File: config.mk
export PLATFORM = sky130hd
export DESIGN_NAME = asp_packetizer
export DESIGN_NICKNAME = d
export VERILOG_FILES = /design/src/rtl/asp_pin_mem.v /design/src/rtl/asp_packetizer.v
export VERILOG_INCLUDE_DIRS = /design/src /design/src/rtl
export SDC_FILE = /design/constraint.sdc
export NUM_CORES = 1
export LEC_CHECK = 0
export ABC_AREA = 0
export BUFFER_PORTS_ARGS = -buffer_cell sky130_fd_sc_hd__buf_2
export CAP_MARGIN = 10
export CELL_PAD_IN_SITES_DETAIL_PLACEMENT = 1
export CELL_PAD_IN_SITES_GLOBAL_PLACEMENT = 2
export CORE_MARGIN = 2
export CORE_UTILIZATION = 35
export DETAILED_ROUTE_END_ITERATION = 6
export PLACE_DENSITY = 0.82
export RECOVER_POWER = 100
export SYNTH_ARGS = -nofsm -noshare
export SYNTH_HDL_FRONTEND = slang
export SYNTH_SLANG_ARGS = --single-unit
File: constraint.sdc
create_clock -name core_clk -period 2.9 [get_ports core_clk]
set_input_delay 0.145 -clock core_clk [delete_from_list [all_inputs] [get_ports core_clk]]
set_output_delay 0.145 -clock core_clk [all_outputs]
set_load 0.005 [all_outputs]
File: src/rtl/asp_consts.vh
`ifndef ASP_CONSTS_VH
`define ASP_CONSTS_VH
`define ASP_OFS_PIN0 8'h00
`define ASP_OFS_GEN 8'h20
`define ASP_BIT_DROP 24
`define ASP_WID_HI 17
`define ASP_WID_LO 16
`define ASP_SPP_HI 15
`define ASP_SPP_LO 8
`define ASP_BIT_CAL 1
`define ASP_BIT_EN 0
`define ASP_PIN_BIT_EN 0
`define ASP_RST_DROP 1'b1
`define ASP_RST_WID 2'h1
`define ASP_RST_SPP 8'h01
`define ASP_WID_8 2'h0
`define ASP_WID_16 2'h1
`define ASP_WID_32 2'h3
`define ASP_CAL_PULSES 3'h6
`endif

File: src/rtl/asp_pin_mem.v
`timescale 1ns/1ps
`include "asp_consts.vh"
// Per-pin control words, read data registered
module asp_pin_mem #(
  parameter NPINS = 4,
  parameter AW = 2
) (
  input wire core_clk,
  input wire srst,
  input wire wr_en,
  input wire [AW-1:0] wr_addr,
  input wire [31:0] wr_data,
  input wire [AW-1:0] rd_addr,
  output reg [31:0] rd_data_ff,
  output wire [NPINS-1:0] pin_en,
  output wire [NPINS*24-1:0] pin_dest
);
  reg [31:0] word_ff [0:NPINS-1];
  genvar g;
  generate
    for (g = 0; g < NPINS; g = g + 1) begin : g_pin
      always @(posedge core_clk) begin
        if (srst) begin
          word_ff[g] <= 32'h0;
        end else if (wr_en && wr_addr == g) begin
          word_ff[g] <= {wr_data[31:8], 7'h00, wr_data[`ASP_PIN_BIT_EN]};
        end
      end
      assign pin_en[g] = word_ff[g][`ASP_PIN_BIT_EN];
      assign pin_dest[g*24 +: 24] = word_ff[g][31:8];
    end
  endgenerate

  always @(posedge core_clk) begin
    if (srst) begin
      rd_data_ff <= 32'h0;
    end else begin
      rd_data_ff <= word_ff[rd_addr];
    end
  end
endmodule // asp_pin_mem

File: src/rtl/asp_packetizer.v
`timescale 1ns/1ps
`include "asp_consts.vh"
module asp_packetizer #(
  parameter NPINS = 4,
  parameter AW = 2
) (
  input wire core_clk,
  input wire srst,
  // Peripheral register port, 32-bit accesses
  input wire reg_wr,
  input wire reg_rd,
  input wire [7:0] reg_addr,
  input wire [31:0] reg_wdata,
  output reg [31:0] reg_rdata_ff,
  output reg reg_rvalid_ff,
  // Sampling clock pin, synchronous to core_clk
  input wire sample_clk_in,
  // Converter
  output reg conv_start_ff,
  output reg [AW-1:0] conv_pin_ff,
  output wire conv_cal_sel,
  output wire conv_enable,
  input wire conv_done,
  input wire [11:0] conv_result,
  // Outgoing byte stream to channel-end
  output reg [7:0] tx_data_ff,
  output reg [23:0] tx_dest_ff,
  output reg tx_end_ff,
  output wire tx_valid,
  input wire tx_ready
);
  ////////////////////////////////////////////////////////////////////////
  localparam [3:0] ST_IDLE = 4'b0001;
  localparam [3:0] ST_CONV = 4'b0010;
  localparam [3:0] ST_SEND = 4'b0100;
  localparam [3:0] ST_CLOSE = 4'b1000;

  reg drop_ff;
  reg [1:0] wid_ff;
  reg [7:0] spp_ff;
  reg cal_ff;
  reg en_ff;
  reg smp_q_ff;
  reg [2:0] calcnt_ff;
  reg [3:0] st_ff;
  reg [AW-1:0] rot_ff;
  reg [31:0] shreg_ff;
  reg [2:0] bytes_left_ff;
  reg [7:0] pkt_cnt_ff;
  reg pkt_open_ff;
  reg [23:0] open_dest_ff;
  reg txv_ff;
  reg rd_gen_ff;
  reg rd_pin_ff;
  reg [31:0] gen_rd_ff;
  // Calibration status latched at start, since the counter steps on that same pulse
  reg conv_cal_ff;

  wire [NPINS-1:0] pin_en;
  wire [NPINS*24-1:0] pin_dest;
  wire [31:0] pin_rdata;

  wire is_gen = (reg_addr == `ASP_OFS_GEN);
  wire is_pin = (reg_addr[7:2] < NPINS) && (reg_addr[1:0] == 2'h0);
  wire acc = (reg_wr || reg_rd) && (is_gen || is_pin);
  wire pin_wr = reg_wr && is_pin && !en_ff;
  wire pulse = sample_clk_in && !smp_q_ff;
  wire cal_phase = (calcnt_ff != `ASP_CAL_PULSES);

  asp_pin_mem #(.NPINS(NPINS), .AW(AW)) u_mem (
    .core_clk(core_clk),
    .srst(srst),
    .wr_en(pin_wr),
    .wr_addr(reg_addr[AW+1:2]),
    .wr_data(reg_wdata),
    .rd_addr(reg_addr[AW+1:2]),
    .rd_data_ff(pin_rdata),
    .pin_en(pin_en),
    .pin_dest(pin_dest)
  );

  ////////////////////////////////////////////////////////////////////////
  // Next enabled pin after rot_ff in rotation
  reg [AW-1:0] nxt_pin;
  reg nxt_found;
  integer i;
  integer j;
  always @* begin
    nxt_pin = rot_ff;
    nxt_found = 1'b0;
    j = 0;
    for (i = NPINS; i >= 1; i = i - 1) begin
      j = (rot_ff + i) % NPINS;
      if (pin_en[j]) begin
        nxt_pin = j[AW-1:0];
        nxt_found = 1'b1;
      end
    end
  end

  ////////////////////////////////////////////////////////////////////////
  // General control register; set beats the read-clear
  wire drop_evt = pulse && en_ff && !cal_phase && (st_ff != ST_IDLE);
  always @(posedge core_clk) begin
    if (srst) begin
      drop_ff <= `ASP_RST_DROP;
      wid_ff <= `ASP_RST_WID;
      spp_ff <= `ASP_RST_SPP;
      cal_ff <= 1'b0;
      en_ff <= 1'b0;
    end else begin
      if (drop_evt) begin
        drop_ff <= 1'b1;
      end else if (reg_rd && is_gen) begin
        drop_ff <= 1'b0;
      end
      if (reg_wr && is_gen) begin
        wid_ff <= reg_wdata[`ASP_WID_HI:`ASP_WID_LO];
        spp_ff <= reg_wdata[`ASP_SPP_HI:`ASP_SPP_LO];
        cal_ff <= reg_wdata[`ASP_BIT_CAL];
        en_ff <= reg_wdata[`ASP_BIT_EN];
      end
    end
  end
  assign conv_cal_sel = cal_ff;
  assign conv_enable = en_ff;

  // Read data lags two cycles so the pin memory can register its output
  always @(posedge core_clk) begin
    if (srst) begin
      rd_gen_ff <= 1'b0;
      rd_pin_ff <= 1'b0;
      gen_rd_ff <= 32'h0;
      reg_rvalid_ff <= 1'b0;
      reg_rdata_ff <= 32'h0;
    end else begin
      rd_gen_ff <= reg_rd && is_gen;
      rd_pin_ff <= reg_rd && is_pin;
      gen_rd_ff <= {7'h00, drop_ff, 6'h00, wid_ff, spp_ff, 6'h00, cal_ff, en_ff};
      reg_rvalid_ff <= rd_gen_ff || rd_pin_ff;
      reg_rdata_ff <= rd_gen_ff ? gen_rd_ff : (rd_pin_ff ? pin_rdata : 32'h0);
    end
  end

  ////////////////////////////////////////////////////////////////////////
  // Calibration pulse counter, rearmed on each enable rise
  always @(posedge core_clk) begin
    if (srst) begin
      smp_q_ff <= 1'b0;
      calcnt_ff <= 3'h0;
    end else begin
      smp_q_ff <= sample_clk_in;
      if (!en_ff) begin
        calcnt_ff <= 3'h0;
      end else if (pulse && cal_phase) begin
        calcnt_ff <= calcnt_ff + 3'h1;
      end
    end
  end

  ////////////////////////////////////////////////////////////////////////
  // Sample state machine
  always @(posedge core_clk) begin
    if (srst) begin
      st_ff <= ST_IDLE;
      rot_ff <= {AW{1'b1}};
      conv_start_ff <= 1'b0;
      conv_pin_ff <= {AW{1'b0}};
      conv_cal_ff <= 1'b0;
      shreg_ff <= 32'h0;
      bytes_left_ff <= 3'h0;
      pkt_cnt_ff <= 8'h0;
      pkt_open_ff <= 1'b0;
      open_dest_ff <= 24'h0;
      txv_ff <= 1'b0;
      tx_data_ff <= 8'h0;
      tx_dest_ff <= 24'h0;
      tx_end_ff <= 1'b0;
    end else begin
      conv_start_ff <= 1'b0;
      case (st_ff)
        ST_IDLE: begin
          if (pkt_open_ff && ((acc && spp_ff == 8'h0) || !en_ff)) begin
            st_ff <= ST_CLOSE;
          end else if (pulse && en_ff && nxt_found) begin
            conv_start_ff <= 1'b1;
            conv_pin_ff <= nxt_pin;
            conv_cal_ff <= cal_phase;
            rot_ff <= nxt_pin;
            st_ff <= ST_CONV;
          end
        end
        ST_CONV: begin
          if (pulse) begin
            st_ff <= ST_IDLE;
          end else if (conv_done) begin
            if (conv_cal_ff) begin
              st_ff <= ST_IDLE;
            end else begin
              // Packet cannot span two destinations
              if (pkt_open_ff && open_dest_ff != pin_dest[conv_pin_ff*24 +: 24]) begin
                pkt_cnt_ff <= 8'h0;
              end
              open_dest_ff <= pin_dest[conv_pin_ff*24 +: 24];
              pkt_open_ff <= 1'b1;
              if (wid_ff == `ASP_WID_8) begin
                shreg_ff <= {conv_result[11:4], 24'h0};
                bytes_left_ff <= 3'h1;
              end else if (wid_ff == `ASP_WID_32) begin
                shreg_ff <= {conv_result, 20'h0};
                bytes_left_ff <= 3'h4;
              end else begin
                shreg_ff <= {conv_result, 4'h0, 16'h0};
                bytes_left_ff <= 3'h2;
              end
              tx_dest_ff <= pin_dest[conv_pin_ff*24 +: 24];
              tx_end_ff <= 1'b0;
              st_ff <= ST_SEND;
            end
          end
        end
        ST_SEND: begin
          if (pulse && txv_ff && !tx_ready) begin
            txv_ff <= 1'b0;
            st_ff <= ST_IDLE;
          end else if (!txv_ff) begin
            tx_data_ff <= shreg_ff[31:24];
            shreg_ff <= {shreg_ff[23:0], 8'h00};
            txv_ff <= 1'b1;
          end else if (tx_ready) begin
            txv_ff <= 1'b0;
            bytes_left_ff <= bytes_left_ff - 3'h1;
            if (bytes_left_ff == 3'h1) begin
              pkt_cnt_ff <= pkt_cnt_ff + 8'h1;
              if (spp_ff != 8'h0 && pkt_cnt_ff + 8'h1 >= spp_ff) begin
                st_ff <= ST_CLOSE;
              end else begin
                st_ff <= ST_IDLE;
              end
            end
          end
        end
        ST_CLOSE: begin
          // End-of-packet marker, one handshake with tx_end high
          if (!txv_ff) begin
            tx_dest_ff <= open_dest_ff;
            tx_data_ff <= 8'h00;
            tx_end_ff <= 1'b1;
            txv_ff <= 1'b1;
          end else if (tx_ready) begin
            txv_ff <= 1'b0;
            tx_end_ff <= 1'b0;
            pkt_open_ff <= 1'b0;
            pkt_cnt_ff <= 8'h0;
            st_ff <= ST_IDLE;
          end
        end
        default: begin
          st_ff <= ST_IDLE;
        end
      endcase
    end
  end
  assign tx_valid = txv_ff;
endmodule // asp_packetizer

==> metrics.md, run 1 <==
| Metric | Value |
|---|---|
| Starting Density | 0.3554 |
| Post-DRT Antenna Nets | 0 |
| Slew headroom | -0.8584 |
| Most used DFF post-synth | dfxtp_1 |
| Vias in the first global route | 8912 |
| Sequential power share | 0.474 |
| Post-Syn Instances | 1046 |
| # diodes | 0 |
| Failing checks | capacitance limit, slew limit |
| Worst-path clk slew | 0.06 ns |
| Routed vias/inst | 5.017 |
| Die Y | 188.3 microns |
| VDD IR max | 0.4930 mV |
| Dpl hpwl | 21420 microns |
| Remaining Overflow, GRT | 0 |
| Number of DRC markers in iteration 0 | 401 |
| Post-Syn Area | 11890 sq um |
| I/O pin total | 131 |
| Max-slew violations | 52 |
| Final Hold Viols | 0 |
| Post-synthesis register bit count | 276 |
| Global Route Usage Sum | 0.1824 |
| Die width | 188.3 microns |
| Final cycle utilization of the critical path | 0.9086 |
| Lkg Pwr | 5.173 nW |
| Crit. End Element | flip-flop |
| Port Buf Inserts | 118 |
| Share of layout cells above drive strength 1 | 0.1763 |
| Async S/R FF share, synth | 0 |
| Max Buffers Root-to-Sink | 3 |
| H-tree Lvls | 1 |
| Routed WL | 32300 microns |
| Max Cap Viol | 1 |
| Arrival time worst endpoint | 2.84 ns |
| TNS Setup | 0 ns |
| DR pass1 iterations | 5 |
| Placer Congestion | 0.7671 |
| Worst setup path class | in -> reg |
| Via count | 8424 |
| Slew @ Worst Pin | 2.788 ns |
| CTS tree | built |
| Initial antenna violation count | 0 |
| Sw Share | 0.2282 |
| Largest net degree at the start of global routing | 60 |
| Dpl cells | 1580 |
| Clock net sink count | 276 |
| Number of enable flip-flop cells after synthesis | 100 |
| RSZ-0062 raised after global routing | no |
| Hold Crit Class | in -> reg |
| Area of the multi-input gates | 4997 sq um |
| Fin cells | 1679 |
| Clk_skew | 0.009449 ns |
| Die ar. | 35450 sq um |
| Post_cts resized | 0 |
| Cell variety after synth | 55 |
| Core area | 33450 sq um |
| Post-synthesis average cell area | 11.36 sq um |
| DRC viols | 0 |
| Setup Viol. Count Final | 0 |
| Register Area | 6528 sq um |
| Yosys warns | 0 |
| Max Clock Freq | 0.3795 GHz |
| Clk root buf | clkbuf_16 |
| Sw Pwr | 2.044 mW |
| Clk_lat worst skew | 0.55 ns |
| PD cells | 618.0 nW/um^2 |
| Outcome | complete, but fails checks |
| First-pass GRT wire length | 50500 microns |
| Seq/Total Area, Yosys | 0.5491 |
| Crit start category | primary input |
| Crit path time final | 2.635 ns |
| Internal power | 6.914 mW |
| Clock group share of total power | 0.450 |
| Layout net count | 1281 |
| Inserted Clock Buffers | 30 |
| Filler cells | 3629 |
| Num rows | 67 |
| Gate power share | 0.076 |
| CP required | 3.10 ns |
| Synth-to-layout area growth | 21.94% |
| WL per Instance | 19.24 microns |
| Worst Path Max Fanout | 52 |
[per-layer routing]
layer	global-route usage	share of wire	routed length, microns	up-vias
li1	-	-	-	4011
met1	0.2330	0.45	14400	4240
met2	0.3253	0.50	16150	137
met3	0.02421	0.036	1160	36
met4	0.04724	0.018	586	0
met5	0	0	0	-
[state kept, by name, indices dropped and copies added, names as in the netlist, 8 cells and up]
name / cells
pkt_cnt_ff: 8
tx_dest_ff: 24
open_dest_ff: 24
gen_rd_ff: 13
u_mem.word_ff: 100
u_mem.rd_data_ff: 25
spp_ff: 8
reg_rdata_ff: 26
shreg_ff: 12
tx_data_ff: 8
[critical path, cell delays in order]
cell      delay (ns)
clkbuf_1        1.93
nand2b_1        0.31
buf_4           0.39
[cells in the mapped netlist (all sizes together), types with 6 or more instances]
| cell | count | area share |
|---|---|---|
| a211oi | 29 | 0.018 |
| a21oi | 60 | 0.026 |
| a22o | 12 | 0.0088 |
| a22oi | 12 | 0.0076 |
| and2 | 108 | 0.057 |
| buf | 28 | 0.014 |
| clkbuf | 43 | 0.014 |
| dfxtp | 176 | 0.30 |
| edfxtp | 100 | 0.25 |
| ha | 15 | 0.016 |
| inv | 19 | 0.0060 |
| mux2i | 37 | 0.031 |
| mux4 | 49 | 0.093 |
| nand2 | 81 | 0.026 |
| nand2b | 16 | 0.0097 |
| nand3 | 14 | 0.0059 |
| nand4 | 10 | 0.0053 |
| nor2 | 101 | 0.032 |
| nor2b | 31 | 0.016 |
| nor3 | 14 | 0.0059 |
| nor4 | 6 | 0.0032 |
| o21ai | 14 | 0.0059 |
| xnor2 | 29 | 0.021 |
[metrics by stage]
stage / utilization / total power [mW] / hold WS [ns] / worst slack [ns] / cell area (sq um)
finish: 0.4333 / 8.957 / 0.04177 / 0.2651 / 14490
global route: 0.4333 / 9.288 / 0.04827 / 0.06894 / 14490
CTS: 0.4359 / 9.073 / 0.01378 / 0.3891 / 14580
detailed placement: 0.3913 / 4.975 / 0.3854 / 0.3968 / 13090
global placement: 0.3913 / 4.955 / 0.3775 / 0.4469 / 13090
floorplan: - / 4.713 / 0.2241 / 0.1576 / 11910
[area by class of cell]
class	count	area share
Sequential cell	276	0.4504
Timing Repair Buffer	195	0.08805
Clock buffer	40	0.06008
Inverter	19	0.004921
Multi-Input combinational cell	685	0.3448
Tap cell	448	0.03867
Clock inverter	16	0.01312
[timing repair]
action                    in CTS  in global routing
setup buffers                  0                  0
hold endpoints to repair     120                  0
hold buffers                  43                  0
[power groups by stage]
| stage | sequential [mW] | combinational, mW | clock (mW) |
|---|---|---|---|
| floorplan | 4.30 | 0.411 | 0 |
| global placement | 4.32 | 0.639 | 0 |
| detailed placement | 4.33 | 0.644 | 0 |
| CTS | 4.25 | 0.691 | 4.13 |
| global route | 4.27 | 0.743 | 4.28 |
| finish | 4.25 | 0.679 | 4.03 |
[cells by family after synthesis]
kind of cell | after synthesis | synth area share
AOI/OAI and AO/OA | 145 | 0.07874
xor gates and xnor gates | 32 | 0.02358
adders and majority gates | 15 | 0.01579
buffers and inverters | 90 | 0.03379
DFF | 276 | 0.5491
muxes | 86 | 0.1240
other | 1 | 0.0003155
and+or+nand+nor | 401 | 0.1747
[final timing paths]
kind                        startpoint                    to  slack, ns  depth (start not counted)
setup / recovery                  srst  u_mem.word_ff[0][21]       0.27                          3
hold / removal            reg_wdata[8]             spp_ff[0]       0.04                          4
setup reg to reg        conv_pin_ff[0]         pkt_cnt_ff[3]       0.34                          9
hold reg to reg   u_mem.rd_data_ff[27]      reg_rdata_ff[27]       0.43                          1
[layout by cell type, fill, tap and decap left out, types with 19 or more instances in the layout]
master	Yosys	final
dfxtp_1	176	175
nor2_1	101	100
edfxtp_1	100	100
nand2_1	81	81
buf_2	9	75
a21oi_1	58	58
and2_1	108	56
and2_0	0	52
clkbuf_1	43	50
mux4_2	49	49
dlygate4sd3_1	0	43
mux2i_1	37	37
clkbuf_16	0	32
nor2b_1	31	31
xnor2_1	29	29
a211oi_1	29	29
buf_4	7	21
inv_1	19	19
Power figures use the tool's default switching activity.
==> run 2: changes to the inputs <==
--- a/config.mk
+++ b/config.mk
@@ -14,6 +14,7 @@
 export CORE_MARGIN = 2
 export CORE_UTILIZATION = 35
 export DETAILED_ROUTE_END_ITERATION = 6
+export GPL_TIMING_DRIVEN = 0
 export PLACE_DENSITY = 0.82
 export RECOVER_POWER = 100
 export SYNTH_ARGS = -nofsm -noshare
==> metrics.md, run 2 (same netlist as run 1, synthesis figures left out) <==
| Metric | Value |
|---|---|
| Max-slew violations | 0 |
| Clk_lat worst skew | 0.55 ns |
| Global Route Usage Sum | 0.1973 |
| Filler cells | 3667 |
| RSZ-0062 raised after global routing | no |
| Worst Path Max Fanout | 10 |
| FF-to-FF setup slack | 0.08 ns |
| Worst R2R Path Depth | 10 |
| Outcome | finished clean |
| Crit path time final | 2.820 ns |
| Power consumption | 8.618 mW |
| Starting Density | 0.3554 |
| Layout net count | 1320 |
| DR pass1 iterations | 5 |
| Worst r2r src | conv_pin_ff[1] |
| Post-DRT Antenna Nets | 0 |
| Lkg Pwr | 5.168 nW |
| WL per Instance | 20.36 microns |
| Met1 GRT Util | 0.2548 |
| Vias in the first global route | 9245 |
| Crit start category | flip-flop |
| Most frequent cells in the layout | dfxtp_1 (175), nor2_1 (101), edfxtp_1 (100) |
| Clk root buf | clkbuf_16 |
| Max Clock Freq | 0.3546 GHz |
| Top Registers | u_mem.word_ff (100), reg_rdata_ff (26), u_mem.rd_data_ff (25) |
| Hold depth | 4 |
| Routed WL | 34940 microns |
| Dpl hpwl | 24720 microns |
| PD cells | 594.2 nW/um^2 |
| Hold Crit Class | in -> reg |
| Remaining Overflow, GRT | 0 |
| Core area | 33450 sq um |
| VDD IR max | 0.3911 mV |
| Slew @ Worst Pin | 1.138 ns |
| Busiest grt layer | met2 |
| Die width | 188.3 microns |
| First-pass GRT wire length | 53740 microns |
| H-tree Lvls | 1 |
| Setup Viol. Count Final | 0 |
| Crit. End Element | flip-flop |
| Placer Congestion | 0.8231 |
| HP Start | reg_wdata[8] |
| Slew headroom | 0.2413 |
| Port Buf Inserts | 116 |
| Register Area | 6528 sq um |
| Worst hold margin | 0.05227 ns |
| Clk_skew | 0.01019 ns |
| CTS tree | built |
| GR Util met3 | 0.02365 |
| Worst setup path class | reg -> reg |
| Max Buffers Root-to-Sink | 3 |
| Commonest non-fill, non-tap cell in the layout | dfxtp_1 |
| Synth-to-layout area growth | 22.03% |
| Arrival time worst endpoint | 3.24 ns |
| Worst-path clk slew | 0.06 ns |
| CP required | 3.32 ns |
| Worst Hold End | spp_ff[0] |
| Met2 usage | 0.3460 |
| Share of layout cells above drive strength 1 | 0.1688 |
| Final cycle utilization of the critical path | 0.9725 |
| Max Cap Viol | 0 |
| Largest net degree at the start of global routing | 26 |
| # diodes | 0 |
| I/O pin total | 131 |
| Die Y | 188.3 microns |
| Final Hold Viols | 0 |
| Top reg by flops | u_mem.word_ff |
| Initial antenna violation count | 1 |
| Clock net sink count | 276 |
| Area of the multi-input gates | 5064 sq um |
| Die ar. | 35450 sq um |
| DRC viols | 0 |
| Routed vias/inst | 5.043 |
| Num rows | 67 |
| Max reg flops | 100 |
| Inserted Clock Buffers | 29 |
| R2R Path End | pkt_cnt_ff[0] |
| Via count | 8654 |
| Number of DRC markers in iteration 0 | 492 |
## run 2: metal layers
metal  vias up  share of wire
met2       210           0.49
met1      4299           0.44
met5         -              0
li1       4090              -
met3        55          0.046
met4         0          0.025
## run 2: stage by stage
| step | area (sq um) | setup slack, ns | setup TNS (ns) | cells | utilization |
|---|---|---|---|---|---|
| 2_1_floorplan | 11910 | 0.1576 | 0 | 1051 | - |
| 3_3_place_gp | 13050 | -1.310 | -66.66 | 1615 | 0.3900 |
| 3_5_place_dp | 13080 | -0.6108 | -14.69 | 1617 | 0.3911 |
| 4_1_cts | 14510 | 0.005675 | 0 | 1713 | 0.4337 |
| 5_1_grt | 14510 | 0.01940 | 0 | 1716 | 0.4337 |
| 6_report | 14510 | 0.07963 | 0 | 1716 | 0.4337 |
## run 2: cell type report
cell class | instances | area share
timing repair buffer | 164 | 0.06935
clock inverter | 10 | 0.006814
multi-input combinational | 685 | 0.3491
buffer | 71 | 0.02398
inverter | 19 | 0.004917
clock buffer | 43 | 0.05719
tap | 448 | 0.03864
sequential | 276 | 0.4500
## run 2: worst max-delay path by stage
stage,from,to,cells after the start
after global routing,conv_pin_ff[1],pkt_cnt_ff[0],10
final,conv_pin_ff[1],pkt_cnt_ff[0],10
after detailed placement,conv_pin_ff[1],pkt_cnt_ff[0],10
after CTS,conv_pin_ff[0],pkt_cnt_ff[0],10
after global placement,reg_addr[1],u_mem.word_ff[2][22],6
after floorplan,reg_addr[1],u_mem.word_ff[2][0],5
## run 2: what timing repair did
action | CTS | global route
buffers inserted | 0 | 3
hold buffers | 43 | 0
pin swaps | 1 | 1
gates resized for setup | 13 | 7
endpoints found under the setup margin | 29 | 18
endpoints found under the hold margin | 120 | 0
## run 2: worst max-delay path, cell delays in order, from the launching register on
cell and delay (ns):
dfxtp_1 0.40, clkbuf_4 0.26, buf_4 0.26, mux4_2 0.45
xnor2_1 0.22, nand4_1 0.18, nor4_4 0.36, a21oi_4 0.16
buf_6 0.18, mux2i_1 0.15, nor2_1 0.05
## run 2: power breakdown
part	internal, mW	switching [mW]
logic	0.300	0.403
registers	4.15	0.0958
clock network	2.14	1.52
